===== src/rtl/timer16_pkg.sv =====
// Behaviour
// - Counter seen as two byte locations.
// - High-byte location accesses the shared latch.
// - Low read fills latch; low write loads.
// - Clock select zero stops the counter.
// - Counter readable and writable while stopped.
// - CPU counter write beats count or clear.
// - Each tick clears, increments or decrements.
// - Wave mode sets sequence and overflow point.
// - Chosen edge copies counter into capture register.
// - Capture flag set with the copy.
// - Enabled flag interrupts; serviced interrupt clears it.
// - Writing one clears flag; zero ignored.
// - Capture low read latches high byte.
// - Capture register writable only as top.
// - Comparator select swaps trigger source.
// - Source switch may capture; software clears flag.
// - Filter changes after four equal samples.
// - Filter adds four system clock delay.
// - Capture input off when capture is top.
// - Software driving pin port triggers capture.
// - New capture overwrites unread value.
// - Low write moves both bytes together.
// - All ones is maximum, apart from top.
package timer16_pkg;
    typedef logic [1:0] loc_t;
    typedef logic [15:0] count_t;
    typedef logic [7:0] byte_t;
    typedef enum logic [1:0] {OVF_AT_MAX, OVF_AT_TOP, OVF_AT_BOTTOM} ovf_at_t;
    localparam loc_t LOC_CNT_LO = 2'h0;
    localparam loc_t LOC_CNT_HI = 2'h1;
    localparam loc_t LOC_CAP_LO = 2'h2;
    localparam loc_t LOC_CAP_HI = 2'h3;
    localparam logic [2:0] CS_STOP = 3'h0;
    localparam count_t COUNT_MAX = 16'hFFFF;
    localparam count_t COUNT_BOTTOM = 16'h0000;
    localparam count_t COUNT_ONE = 16'h0001;
    localparam count_t TOP_8BIT = 16'h00FF;
    localparam count_t TOP_9BIT = 16'h01FF;
    localparam count_t TOP_10BIT = 16'h03FF;
    localparam int OVF_FLAG_BIT = 0;
    localparam int CAP_FLAG_BIT = 5;
    localparam int FILTER_SAMPLES = 4;
    localparam int SYNC_STAGES = 3;
endpackage


===== src/rtl/capture_if.sv =====
`timescale 1ns/1ps
interface capture_if;
    logic cmp_select;
    logic filter_en;
    logic rising;
    logic enable;
    logic event_p;
    modport ctrl (output cmp_select, output filter_en, output rising, output enable,
        input event_p);
    modport cond (input cmp_select, input filter_en, input rising, input enable,
        output event_p);
endinterface


===== src/rtl/timer16.sv =====
`timescale 1ns/1ps
module timer16 (
    input wire logic ref_clk,
    input wire logic rst,
    input wire timer16_pkg::loc_t io_addr,
    input wire logic io_wr,
    input wire logic io_rd,
    input wire timer16_pkg::byte_t io_wdata,
    output timer16_pkg::byte_t io_rdata,
    input wire logic [2:0] clock_select_field,
    input wire logic timer_clock,
    input wire logic [3:0] wave_mode_field,
    input wire timer16_pkg::count_t ocr_top,
    input wire logic noise_filter_enable,
    input wire logic edge_select,
    input wire logic comparator_capture_select,
    input wire logic capture_pin,
    input wire logic comparator_output,
    input wire logic capture_irq_enable,
    input wire logic overflow_irq_enable,
    input wire logic flag_wr,
    input wire timer16_pkg::byte_t flag_wdata,
    input wire logic capture_irq_ack,
    input wire logic overflow_irq_ack,
    output logic capture_flag,
    output logic overflow_flag,
    output logic capture_irq,
    output logic overflow_irq
);
    import timer16_pkg::*;

    ////////////////////////////////////////////////////////////////////////////////
    // Mode decoding.
    function automatic logic icr_is_top(input logic [3:0] m);
        return (m == 4'h8) || (m == 4'hA) || (m == 4'hC) || (m == 4'hE);
    endfunction

    function automatic logic dual_slope(input logic [3:0] m);
        return (m >= 4'h1 && m <= 4'h3) || (m >= 4'h8 && m <= 4'hB);
    endfunction

    function automatic ovf_at_t ovf_point(input logic [3:0] m);
        if (dual_slope(m)) return OVF_AT_BOTTOM;
        if ((m >= 4'h5 && m <= 4'h7) || m == 4'hE || m == 4'hF) return OVF_AT_TOP;
        return OVF_AT_MAX;
    endfunction

    ////////////////////////////////////////////////////////////////////////////////
    count_t cnt_q;
    count_t cnt_d;
    count_t icr_q;
    byte_t temp_q;
    byte_t rdata_q;
    logic down_q;
    logic down_d;
    logic cap_flag_q;
    logic ovf_flag_q;
    logic tick;
    logic ovf_evt;
    logic cnt_wr;
    logic icr_wr;
    logic icr_top;
    count_t top;
    ovf_at_t ovf_at;
    capture_if cap ();

    assign icr_top = icr_is_top(wave_mode_field);
    assign ovf_at = ovf_point(wave_mode_field);
    assign tick = timer_clock && (clock_select_field != CS_STOP);
    assign cnt_wr = io_wr && (io_addr == LOC_CNT_LO);
    assign icr_wr = io_wr && (io_addr == LOC_CAP_LO) && icr_top;

    // Top of the count sequence for the selected mode.
    always_comb begin
        unique case (wave_mode_field)
            4'h1, 4'h5: top = TOP_8BIT;
            4'h2, 4'h6: top = TOP_9BIT;
            4'h3, 4'h7: top = TOP_10BIT;
            4'h4, 4'h9, 4'hB, 4'hF: top = ocr_top;
            4'h8, 4'hA, 4'hC, 4'hE: top = icr_q;
            default: top = COUNT_MAX;
        endcase
    end

    ////////////////////////////////////////////////////////////////////////////////
    // Counter next state.
    always_comb begin
        cnt_d = cnt_q;
        down_d = down_q;
        ovf_evt = 1'b0;
        if (cnt_wr) begin
            cnt_d = {temp_q, io_wdata};
        end else if (tick) begin
            if (dual_slope(wave_mode_field)) begin
                if (!down_q) begin
                    if (cnt_q >= top) begin
                        down_d = 1'b1;
                        cnt_d = cnt_q - COUNT_ONE;
                    end else begin
                        cnt_d = cnt_q + COUNT_ONE;
                    end
                end else if (cnt_q == COUNT_BOTTOM) begin
                    down_d = 1'b0;
                    cnt_d = cnt_q + COUNT_ONE;
                end else begin
                    cnt_d = cnt_q - COUNT_ONE;
                end
            end else if (cnt_q == top) begin
                cnt_d = COUNT_BOTTOM;
            end else begin
                cnt_d = cnt_q + COUNT_ONE;
            end
            unique case (ovf_at)
                OVF_AT_MAX: ovf_evt = (cnt_q == COUNT_MAX);
                OVF_AT_TOP: ovf_evt = (cnt_q == top);
                OVF_AT_BOTTOM: ovf_evt = down_q && (cnt_q == COUNT_BOTTOM);
            endcase
        end
    end

    always_ff @(posedge ref_clk or posedge rst) begin
        if (rst) begin
            cnt_q <= COUNT_BOTTOM;
            down_q <= 1'b0;
        end else begin
            cnt_q <= cnt_d;
            down_q <= down_d;
        end
    end

    ////////////////////////////////////////////////////////////////////////////////
    // Shared high-byte latch.
    always_ff @(posedge ref_clk or posedge rst) begin
        if (rst) begin
            temp_q <= 8'h00;
        end else if (io_wr && (io_addr == LOC_CNT_HI || io_addr == LOC_CAP_HI)) begin
            temp_q <= io_wdata;
        end else if (io_rd && io_addr == LOC_CNT_LO) begin
            temp_q <= cnt_q[15:8];
        end else if (io_rd && io_addr == LOC_CAP_LO) begin
            temp_q <= icr_q[15:8];
        end
    end

    // Read data; high-byte locations return the latch.
    always_ff @(posedge ref_clk or posedge rst) begin
        if (rst) begin
            rdata_q <= 8'h00;
        end else if (io_rd) begin
            unique case (io_addr)
                LOC_CNT_LO: rdata_q <= cnt_q[7:0];
                LOC_CNT_HI: rdata_q <= temp_q;
                LOC_CAP_LO: rdata_q <= icr_q[7:0];
                LOC_CAP_HI: rdata_q <= temp_q;
            endcase
        end
    end

    assign io_rdata = rdata_q;

    ////////////////////////////////////////////////////////////////////////////////
    // Input capture unit.
    assign cap.cmp_select = comparator_capture_select;
    assign cap.filter_en = noise_filter_enable;
    assign cap.rising = edge_select;
    assign cap.enable = !icr_top;

    capture_conditioner #(
        .SAMPLES(FILTER_SAMPLES)
    ) u_cond (
        .ref_clk(ref_clk),
        .rst(rst),
        .capture_pin(capture_pin),
        .comparator_output(comparator_output),
        .cap(cap)
    );

    always_ff @(posedge ref_clk or posedge rst) begin
        if (rst) begin
            icr_q <= COUNT_BOTTOM;
        end else if (icr_wr) begin
            icr_q <= {temp_q, io_wdata};
        end else if (cap.event_p) begin
            icr_q <= cnt_q;
        end
    end

    ////////////////////////////////////////////////////////////////////////////////
    // Flags: a setting event in the clearing cycle wins.
    always_ff @(posedge ref_clk or posedge rst) begin
        if (rst) begin
            cap_flag_q <= 1'b0;
        end else if (cap.event_p) begin
            cap_flag_q <= 1'b1;
        end else if ((flag_wr && flag_wdata[CAP_FLAG_BIT]) || capture_irq_ack) begin
            cap_flag_q <= 1'b0;
        end
    end

    always_ff @(posedge ref_clk or posedge rst) begin
        if (rst) begin
            ovf_flag_q <= 1'b0;
        end else if (ovf_evt) begin
            ovf_flag_q <= 1'b1;
        end else if ((flag_wr && flag_wdata[OVF_FLAG_BIT]) || overflow_irq_ack) begin
            ovf_flag_q <= 1'b0;
        end
    end

    assign capture_flag = cap_flag_q;
    assign overflow_flag = ovf_flag_q;
    assign capture_irq = cap_flag_q && capture_irq_enable;
    assign overflow_irq = ovf_flag_q && overflow_irq_enable;
endmodule


===== src/rtl/capture_conditioner.sv =====
`timescale 1ns/1ps
module capture_conditioner #(
    parameter int SAMPLES = timer16_pkg::FILTER_SAMPLES
) (
    input wire logic ref_clk,
    input wire logic rst,
    input wire logic capture_pin,
    input wire logic comparator_output,
    capture_if.cond cap
);
    import timer16_pkg::*;

    if (SAMPLES < 2) begin : g_bad_samples
        $error("Filter needs at least two samples.");
    end

    ////////////////////////////////////////////////////////////////////////////////
    logic [SYNC_STAGES-1:0] pin_sync_q;
    logic [SYNC_STAGES-1:0] cmp_sync_q;
    logic pin_clean_q;
    logic cmp_clean_q;
    logic [SAMPLES-1:0] samp_q;
    logic filt_q;
    logic prev_q;
    logic level;
    logic event_q;

    // Three-stage synchronisers; a change counts once stages two and three agree.
    always_ff @(posedge ref_clk or posedge rst) begin
        if (rst) begin
            pin_sync_q <= '0;
            cmp_sync_q <= '0;
        end else begin
            pin_sync_q <= {pin_sync_q[SYNC_STAGES-2:0], capture_pin};
            cmp_sync_q <= {cmp_sync_q[SYNC_STAGES-2:0], comparator_output};
        end
    end

    always_ff @(posedge ref_clk or posedge rst) begin
        if (rst) begin
            pin_clean_q <= 1'b0;
            cmp_clean_q <= 1'b0;
        end else begin
            if (pin_sync_q[1] == pin_sync_q[2]) pin_clean_q <= pin_sync_q[2];
            if (cmp_sync_q[1] == cmp_sync_q[2]) cmp_clean_q <= cmp_sync_q[2];
        end
    end

    ////////////////////////////////////////////////////////////////////////////////
    // Noise filter: output follows only when every sample in the window agrees.
    always_ff @(posedge ref_clk or posedge rst) begin
        if (rst) begin
            samp_q <= '0;
            filt_q <= 1'b0;
        end else begin
            samp_q <= {samp_q[SAMPLES-2:0], cap.cmp_select ? cmp_clean_q : pin_clean_q};
            if (&samp_q) filt_q <= 1'b1;
            else if (~|samp_q) filt_q <= 1'b0;
        end
    end

    assign level = cap.filter_en ? filt_q : samp_q[0];

    // Edge detector picks the direction chosen by the edge select bit.
    always_ff @(posedge ref_clk or posedge rst) begin
        if (rst) begin
            prev_q <= 1'b0;
            event_q <= 1'b0;
        end else begin
            prev_q <= level;
            event_q <= cap.enable && (level != prev_q) && (level == cap.rising);
        end
    end

    assign cap.event_p = event_q;
endmodule


===== config.mk =====
export PLATFORM = sky130hd
export DESIGN_NAME = timer16
export DESIGN_NICKNAME = d
export VERILOG_FILES = /design/src/rtl/timer16_pkg.sv /design/src/rtl/capture_if.sv /design/src/rtl/timer16.sv /design/src/rtl/capture_conditioner.sv
export SDC_FILE = /design/constraint.sdc
export NUM_CORES = 1
export LEC_CHECK = 0
export BUFFER_PORTS_ARGS = -buffer_cell sky130_fd_sc_hd__buf_2
export CELL_PAD_IN_SITES_DETAIL_PLACEMENT = 1
export CELL_PAD_IN_SITES_GLOBAL_PLACEMENT = 1
export CORE_MARGIN = 2
export CORE_UTILIZATION = 35
export DETAILED_ROUTE_END_ITERATION = 10
export PLACE_DENSITY = 0.7
export SKIP_CTS_REPAIR_TIMING = 1
export SYNTH_ARGS = -nofsm -noshare
export SYNTH_HDL_FRONTEND = slang
export SYNTH_HIERARCHICAL = 1
export SYNTH_SLANG_ARGS = --single-unit

===== constraint.sdc =====
create_clock -name ref_clk -period 4 [get_ports ref_clk]
set_input_delay 0.6 -clock ref_clk [delete_from_list [all_inputs] [get_ports ref_clk]]
set_output_delay 0.6 -clock ref_clk [all_outputs]
set_load 0.01 [all_outputs]

==> results.toml, run 1 <==
[status]
status = "complete, no violations"

[run]
maxCapViolCount = 0

[die]
die_w_um = 122.0
dieArea_um2 = 14890
initial_core_util = 0.3553
io_pins = 68
fp.coreArea_um2 = 13720
rows = 43
die_height_um = 122.0

[sta]
relSlewSlack = 0.2797
final_max_slew_viol_count = 0
fin_crit_ns = 3.606
finalSetupViolCount = 0
setup_ws_ns = 0.3936
worstMarginPinSlew_ns = 1.080
fmax_mhz = 277.3
tns_ns = 0
clock_skew_ns = 0.004953
finalHoldViolCount = 0
period_share = 0.9016
rsz0062_at_grt = "false"

[power]
power.density_nw_per_um2 = 617.7
vdd_drop_max_mv = 0.3080
p_leak_nw = 2.487

[placement]
dp_hpwl_um = 12520
pre_cts_ws_ns = 0.04302
gp_congestion = 0.8621
portBuffers = 61

[yosys]
muxShareOfSynthArea = 0.1183
ys.flop_type = "dfrtp_1"
async_reset_ff_frac = 1.000
synth_cells = 571
synth_nets = 646
synth_top_family_by_area = "simple AND/OR/NAND/NOR gates"
synth-simple-area-share = 0.2146
synthAdderAreaFrac = 0.05287
syn_area_per_cell_um2 = 8.537
yosysWarnings = 6
mappedNetlistArea_um2 = 4875
synth_xor_area_frac = 0.02336
ys_types = 68
synth_edf_count = 0
synth-compound-area-share = 0.2061
yosysSeqAreaShare = 0.3388
synth_seq_cells = 66

[detailed_routing]
first_iter_violations = 218
drtPass1Iterations = 5
vias_per_cell = 5.804
wl_um = 16690
vias = 4690
avgRoutedWirePerCell_um = 20.65
postRouteAntennaNets = 0
drc = 0

[cts]
cts.reportedPaths.clkPinSlew_ns = 0.06
cts_tree = "yes"
clock_latency_ns = 0.34
cts.root.buffer_cell = "clkbuf_16"
cts_buffers = 9
cts_max_level = 3
cts_buffer_depth = 2
cts_sinks = 66

[setup_path]
worstSetupEndpointType = "flop"
path_max_fanout = 13
crit_type = "in2reg"
cp-start-kind = "input pin"
reg2reg_slack_ns = 0.85
worstPathArrival_ns = 3.83
crit_required_ns = 4.22

[worst_hold_path]
hp-class = "in2async"

[final_layout]
final_nets = 698
drive_gt1_frac = 0.2166
layout_commonest_cell = "nand2_1"
diodes = 0
area_growth_pct = 18.30
final_cell_mix = "72 x nand2_1, 66 x dfrtp_1, 61 x buf_2"

[global_route]
grt.total_usage = 0.2365
antenna_found_initial = 0
grt_pass1_vias = 4810
overflow = 0
grt_max_degree = 36
grt_pass1_wl_um = 26700
path summary, 6_finish.rpt:
check | depth (start not counted) | to | from
worst min-delay path | 2 | icr_q[3] | rst
worst max register to register | 11 | cnt_q[3] | icr_q[9]
worst min register to register | 0 | u_cond/pin_sync_q[1] | u_cond/pin_sync_q[0]
min in group ref_clk | 0 | u_cond/pin_sync_q[1] | u_cond/pin_sync_q[0]
worst max-delay path | 13 | cnt_q[3] | wave_mode_field[1]
max in group asynchronous | 3 | icr_q[15] | rst
final cells by class:
type / count / area (um2)
clock inverter: 7 / 141.4
inverter: 15 / 56.30
fill: 1646 / 7953
timing repair buffer: 82 / 462.9
tap: 180 / 225.2
sequential: 66 / 1652
clock buffer: 9 / 225.2
multi-input combinational: 449 / 3004
through the flow:
| step | cells | cell area [um2] | util | total power [W] | hold slack, ns |
|---|---|---|---|---|---|
| after floorplan | 571 | 4875 | - | 0.002075 | 0.3312 |
| after detailed placement | 792 | 5400 | 0.3936 | 0.002549 | 0.3418 |
| after CTS | 808 | 5767 | 0.4203 | 0.003560 | 0.2714 |
| after global routing | 808 | 5767 | 0.4203 | 0.003782 | 0.2931 |
| final | 808 | 5767 | 0.4203 | 0.003562 | 0.2630 |
| after global placement | 792 | 5400 | 0.3936 | 0.002477 | 0.3344 |
Yosys cell counts (4+ instances only):
library cell  count  area, um2
a22oi_1          10      75.07
o211ai_1          9      67.56
nand4_1           6      37.54
o21ai_0          45      225.2
or4_1             4      30.03
a21oi_1          41      205.2
inv_1            14      52.55
nor2_1           43      161.4
a21o_1            5      37.54
and2_1           11      68.82
clkbuf_1         35      131.4
nand3_1          15      75.07
nand2b_1          8      50.05
nand2_1          72      270.3
a31oi_1           4      25.02
nor3_1            8      40.04
xnor2_1          10      87.58
and3_1            5      31.28
dfrtp_1          66       1652
a211oi_1         12      90.09
ha_1             19      237.7
mux2i_1          37      370.4
nor4_1            4      25.02
mux2_2           17      191.4
flip-flops by register name (all words and copies together), names as in the netlist, 3 cells and up:
signal,flops
u_cond/pin_sync_q,3
temp_q,8
u_cond/samp_q,4
icr_q,16
u_cond/cmp_sync_q,3
cnt_q,16
io_rdata,8
per-layer routing:
layer,up-vias,track usage,share of wire
met4,0,0.07471,0.019
met5,-,0,0
met1,2310,0.3183,0.45
met3,22,0.04588,0.069
li1,2184,-,-
met2,174,0.3834,0.46
where the power goes:
part           internal [W]  switching (W)
Sequential         0.000878       0.000408
Combinational      0.000579       0.000705
Clock              0.000672       0.000321
Total               0.00213        0.00143
cells by family after synthesis:
kind of cell / Yosys count
compound gates: 156
flops: 66
mux: 55
buf+inv: 56
fa+ha+maj: 21
xor+xnor: 13
simple gates: 204
worst max-delay path, cell delays in order:
cell       delay (ns)
buf_2            0.15
nor2b_1          0.20
mux2i_1          0.27
buf_4            0.20
nand3b_1         0.14
ha_1             0.27
nand2b_4         0.16
a2111oi_4        0.36
nor4_2           0.13
or4_4            0.66
and4_4           0.23
o21ai_2          0.09
or3b_1           0.35
Note: power is estimated with default switching activity, not from simulation.
==> run 2, diff against run 1 <==
- SYNTH_HIERARCHICAL: 1 -> default
==> results.toml, run 2 <==
[final_layout]
largestRegisters = "cnt_q x16, icr_q x16"
final_cell_mix = "66 x dfrtp_1, 61 x buf_2, 51 x nor2_1"
drive_gt1_frac = 0.2153
final_nets = 632
area_growth_pct = 17.32
layout_commonest_cell = "dfrtp_1"
diodes = 0
final_area_um2 = 5365
fillers = 1504

[setup_path]
crit_chain = "buf_2, nor2b_1, buf_12, nor2b_1, a211oi_1, ha_1, and4_1, nand4_1, o22ai_2, o21ai_2, buf_4, or4_4, o31a_1, xor2_1, o21ai_1"
worstSetupEndpointType = "flop"
crit_type = "in2reg"
path_max_fanout = 18
cpMostUsedCell = "nor2b_1"
path_buf_inv = 3
cp-start-kind = "input pin"
cp_top_family = "simple AND/OR/NAND/NOR gates"
worstPathArrival_ns = 3.78
cp_slowest_cell = "or4_4"
worstSetupStartpoint = "wave_mode_field[3]"
r2r-start = "icr_q[14]"
max_stage_delay_ns = 0.51
crit_required_ns = 4.27

[sta]
worstMarginPinSlew_ns = 1.056
relSlewSlack = 0.2959
period_share = 0.8773
fmax_mhz = 285.0
clock_skew_ns = 0.006800
finalSetupViolCount = 0
finalHoldViolCount = 0
fin_crit_ns = 3.509
rsz0062_at_grt = "false"
whs_ns = 0.3481
tns_ns = 0
setup_ws_ns = 0.4908
final_max_slew_viol_count = 0

[yosys]
netlist.area_leader.share = 0.3611
synth_seq_cells = 66
netlist_top_cells_count = "66 x dfrtp_1, 51 x nor2_1, 40 x a21oi_1"
syn_area_per_cell_um2 = 8.949
yosysWarnings = 0
netlist_top_cells_area = "dfrtp_1 36%, mux2i_1 6.3%, ha_1 5.2%"
ys_types = 61
synth_edf_count = 0
ys.flop_type = "dfrtp_1"
yosysSeqAreaShare = 0.3611
mappedNetlistArea_um2 = 4573
async_reset_ff_frac = 1.000
yosys.cell_count.top_type = "dfrtp_1"
synth_cells = 511
synth_nets = 586
yosysTopAreaCell = "dfrtp_1"

[detailed_routing]
vias_per_cell = 5.789
wl_um = 14970
avgRoutedWirePerCell_um = 20.40
vias = 4249
drc = 0
first_iter_violations = 235
postRouteAntennaNets = 0
drtPass1Iterations = 4

[global_route]
overflow = 0
antenna_found_initial = 0
grt_max_degree = 35
grt_pass1_wl_um = 24250
grt_pass1_vias = 4389
grt.total_usage = 0.2219

[cts]
cts_sinks = 66
cts_buffer_depth = 2
cts.reportedPaths.clkPinSlew_ns = 0.06
cts.root.buffer_cell = "clkbuf_16"
clock_latency_ns = 0.34
cts_tree = "yes"
cts_buffers = 9
cts_max_level = 3

[power]
power.density_nw_per_um2 = 594.7
p_total_w = 0.003191
p_leak_nw = 2.390
vdd_drop_max_mv = 0.2974

[placement]
placed_area_um2 = 5031
portBuffers = 61
gp_congestion = 0.9031
pre_cts_ws_ns = 0.1603
dp_hpwl_um = 10860

[run]
maxCapViolCount = 0

[die]
die_w_um = 118.3
initial_core_util = 0.3609
fp.coreArea_um2 = 12670
rows = 41
dieArea_um2 = 14000
die_height_um = 118.3
io_pins = 68

[status]
status = "complete, no violations"

[worst_hold_path]
worstHoldStart = "u_cond.pin_sync_q[0]"
hp-class = "reg2reg"
-- run 2: cell types whose count changed in the layout (fill, tap and decap cells not counted), sizes merged, moves of 7 or more --
cell and change:
and2 -9, buf -7, mux2 -7, mux2i -8
nand2 -39, nor2 +7, nor2b +17, nor4 -7
o211ai -8, o21ai -7, o22ai +9
-- run 2: where the power goes --
group | internal (W) | switching [W] | leakage, nW | total (W)
logic | 0.000505 | 0.000568 | 1.42 | 0.00107
registers | 0.000866 | 0.000345 | 0.801 | 0.00121
clock network | 0.000560 | 0.000346 | 0.164 | 0.000906
total | 0.00193 | 0.00126 | 2.39 | 0.00319
-- run 2: area by class of cell --
class	instances	area [um2]	share of cell area
multi-input combinational	398	2715	0.5061
sequential	66	1652	0.3078
timing repair buffer	75	422.9	0.07882
clock buffer	9	225.2	0.04198
tap	172	215.2	0.04011
clock inverter	7	108.9	0.02029
inverter	7	26.28	0.004897
-- run 2: cell families (layout without fill, tap and decap cells) --
group / after synthesis / in the layout / share of synthesized area
and+or+nand+nor: 166 / 166 / 0.1975
AOI/OAI and AO/OA: 156 / 156 / 0.2194
DFF: 66 / 66 / 0.3611
buffers and inverters: 47 / 98 / 0.04624
muxes: 40 / 40 / 0.09056
adders and majority gates: 21 / 21 / 0.05636
xor gates and xnor gates: 15 / 15 / 0.02873
-- run 2: layer usage --
layer | track usage | share of wire | wire, um
met1 | 0.2916 | 0.45 | 6777
met2 | 0.3663 | 0.48 | 7149
met3 | 0.02751 | 0.038 | 565
met4 | 0.09563 | 0.032 | 481
met5 | 0 | 0 | 0
-- run 2: metrics by stage --
| step | instances | utilization |
|---|---|---|
| 6_report | 734 | 0.4234 |
| 3_3_place_gp | 718 | 0.3971 |
| 5_1_grt | 734 | 0.4234 |
| 3_5_place_dp | 718 | 0.3971 |
| 4_1_cts | 734 | 0.4234 |
| 2_1_floorplan | 511 | - |
-- run 2: worst paths after layout --
check / to / depth (start not counted) / slack [ns]
max: cnt_q[13] / 15 / 0.49
min: u_cond.pin_sync_q[1] / 0 / 0.35
max reg2reg: cnt_q[13] / 13 / 0.87
min reg2reg: u_cond.pin_sync_q[1] / 0 / 0.35
max in group asynchronous: cnt_q[12] / 3 / 2.70
min in group asynchronous: u_cond.pin_sync_q[1] / 2 / 0.36
==> run 3, diff against run 2 <==
- CORE_UTILIZATION: 35 -> 47
- PLACE_DENSITY: 0.7 -> 0.89
==> results.toml, run 3 (same netlist as run 2, synthesis figures left out) <==
[die]
initial_core_util = 0.4767
io_pins = 68
die_w_um = 102.6
die_height_um = 102.6
fp.coreArea_um2 = 9594
rows = 36
dieArea_um2 = 10540

[sta]
tns_ns = 0
worstMarginPinSlew_ns = 1.087
fmax_mhz = 289.2
relSlewSlack = 0.2753
rsz0062_at_grt = "false"
finalHoldViolCount = 0
fin_crit_ns = 3.458
period_share = 0.8645
finalSetupViolCount = 0
whs_ns = 0.3349
final_max_slew_viol_count = 0
clock_skew_ns = 0.006246

[global_route]
overflow = 0
antenna_found_initial = 0
grt_max_degree = 41
grt.total_usage = 0.2995
grt_pass1_vias = 4472
grt_pass1_wl_um = 23590

[power]
p_leak_nw = 2.318
vdd_drop_max_mv = 0.2937
power.density_nw_per_um2 = 562.7

[cts]
cts_tree = "yes"
cts_buffer_depth = 2
cts_max_level = 3
cts.reportedPaths.clkPinSlew_ns = 0.08
clock_latency_ns = 0.37
cts.root.buffer_cell = "clkbuf_8"
cts_buffers = 9
cts_sinks = 66

[placement]
dp_hpwl_um = 10610
portBuffers = 61
gp_congestion = 0.8663

[setup_path]
crit_required_ns = 4.23
reg2reg_slack_ns = 1.03
crit_type = "in2reg"
worstPathArrival_ns = 3.69
cp-start-kind = "input pin"
path_max_fanout = 19
worstSetupEndpointType = "flop"

[detailed_routing]
first_iter_violations = 329
vias = 4382
vias_per_cell = 6.332
wl_um = 14700
drtPass1Iterations = 5
drc = 0
postRouteAntennaNets = 0
avgRoutedWirePerCell_um = 21.24

[final_layout]
diodes = 0
layout_commonest_cell = "dfrtp_1"
final_nets = 629
final_cell_mix = "66 x dfrtp_1, 61 x buf_2, 51 x nor2_1"
drive_gt1_frac = 0.2111
largestRegisters = "cnt_q x16, icr_q x16"
area_growth_pct = 13.27
fillers = 1155

[status]
status = "complete, no violations"

[run]
maxCapViolCount = 0

[worst_hold_path]
hp-class = "in2reg"
-- run 3: cell count changes in the layout (fill, tap and decap cells not counted) --
cell        previous run  this run
buf_12                 1         2
buf_4                 13         9
bufinv_16              2         1
clkbuf_16              9         0
clkbuf_8               0         9
clkinvlp_4             0         1
inv_6                  2         3
inv_8                  2         1
-- run 3: area by class of cell --
class / instances / area, um2 / area share
multi-input cells: 398 / 2715 / 0.5242
flip-flops and latches: 66 / 1652 / 0.3188
repair buffers: 72 / 412.9 / 0.07971
well taps: 133 / 166.4 / 0.03213
clock buffers: 9 / 123.9 / 0.02391
clock inverters: 7 / 83.83 / 0.01618
inverters: 7 / 26.28 / 0.005072
-- run 3: path summary, 6_finish.rpt --
check	from	end	depth (start not counted)
min in group asynchronous	rst	io_rdata[5]	2
max in group asynchronous	rst	icr_q[13]	3
max reg2reg	icr_q[13]	cnt_q[13]	12
min	comparator_output	u_cond.cmp_sync_q[0]	1
min reg2reg	u_cond.cmp_sync_q[0]	u_cond.cmp_sync_q[1]	0
max	wave_mode_field[3]	cnt_q[10]	15
-- run 3: per-stage QoR --
step                      cell area (um2)  cells  utilization  setup slack (ns)  power [W]
final                                5180    692       0.5399            0.5419   0.002915
after global routing                 5180    692       0.5399            0.3750   0.003102
after floorplan                      4573    511            -            0.3212   0.001905
after global placement               4972    676       0.5183            0.3409   0.002188
after CTS                            5180    692       0.5399            0.5883   0.002901
after detailed placement             4972    676       0.5183            0.2389   0.002278
-- run 3: critical path: stages --
cell      delay, ns
buf_2          0.25
nor2b_1        0.27
buf_12         0.20
nor2b_1        0.06
a211oi_1       0.21
ha_1           0.29
and3_1         0.20
a221oi_1       0.27
buf_4          0.18
o22ai_2        0.09
o211a_1        0.34
nor3_2         0.31
a211oi_1       0.10
o21ai_0        0.17
o311ai_1       0.13
-- run 3: metal layers --
metal / track usage / routed length (um) / vias up / share of wire
met5: 0 / 0 / - / 0
met4: 0.1559 / 723 / 0 / 0.049
met3: 0.06373 / 903 / 49 / 0.061
met2: 0.4791 / 6947 / 186 / 0.47
met1: 0.3822 / 6124 / 2187 / 0.42
li1: - / - / 1960 / -
-- run 3: where the power goes --
part	switching (W)	internal, W
registers	0.000349	0.000865
logic	0.000575	0.000513
clock network	0.000313	0.000300
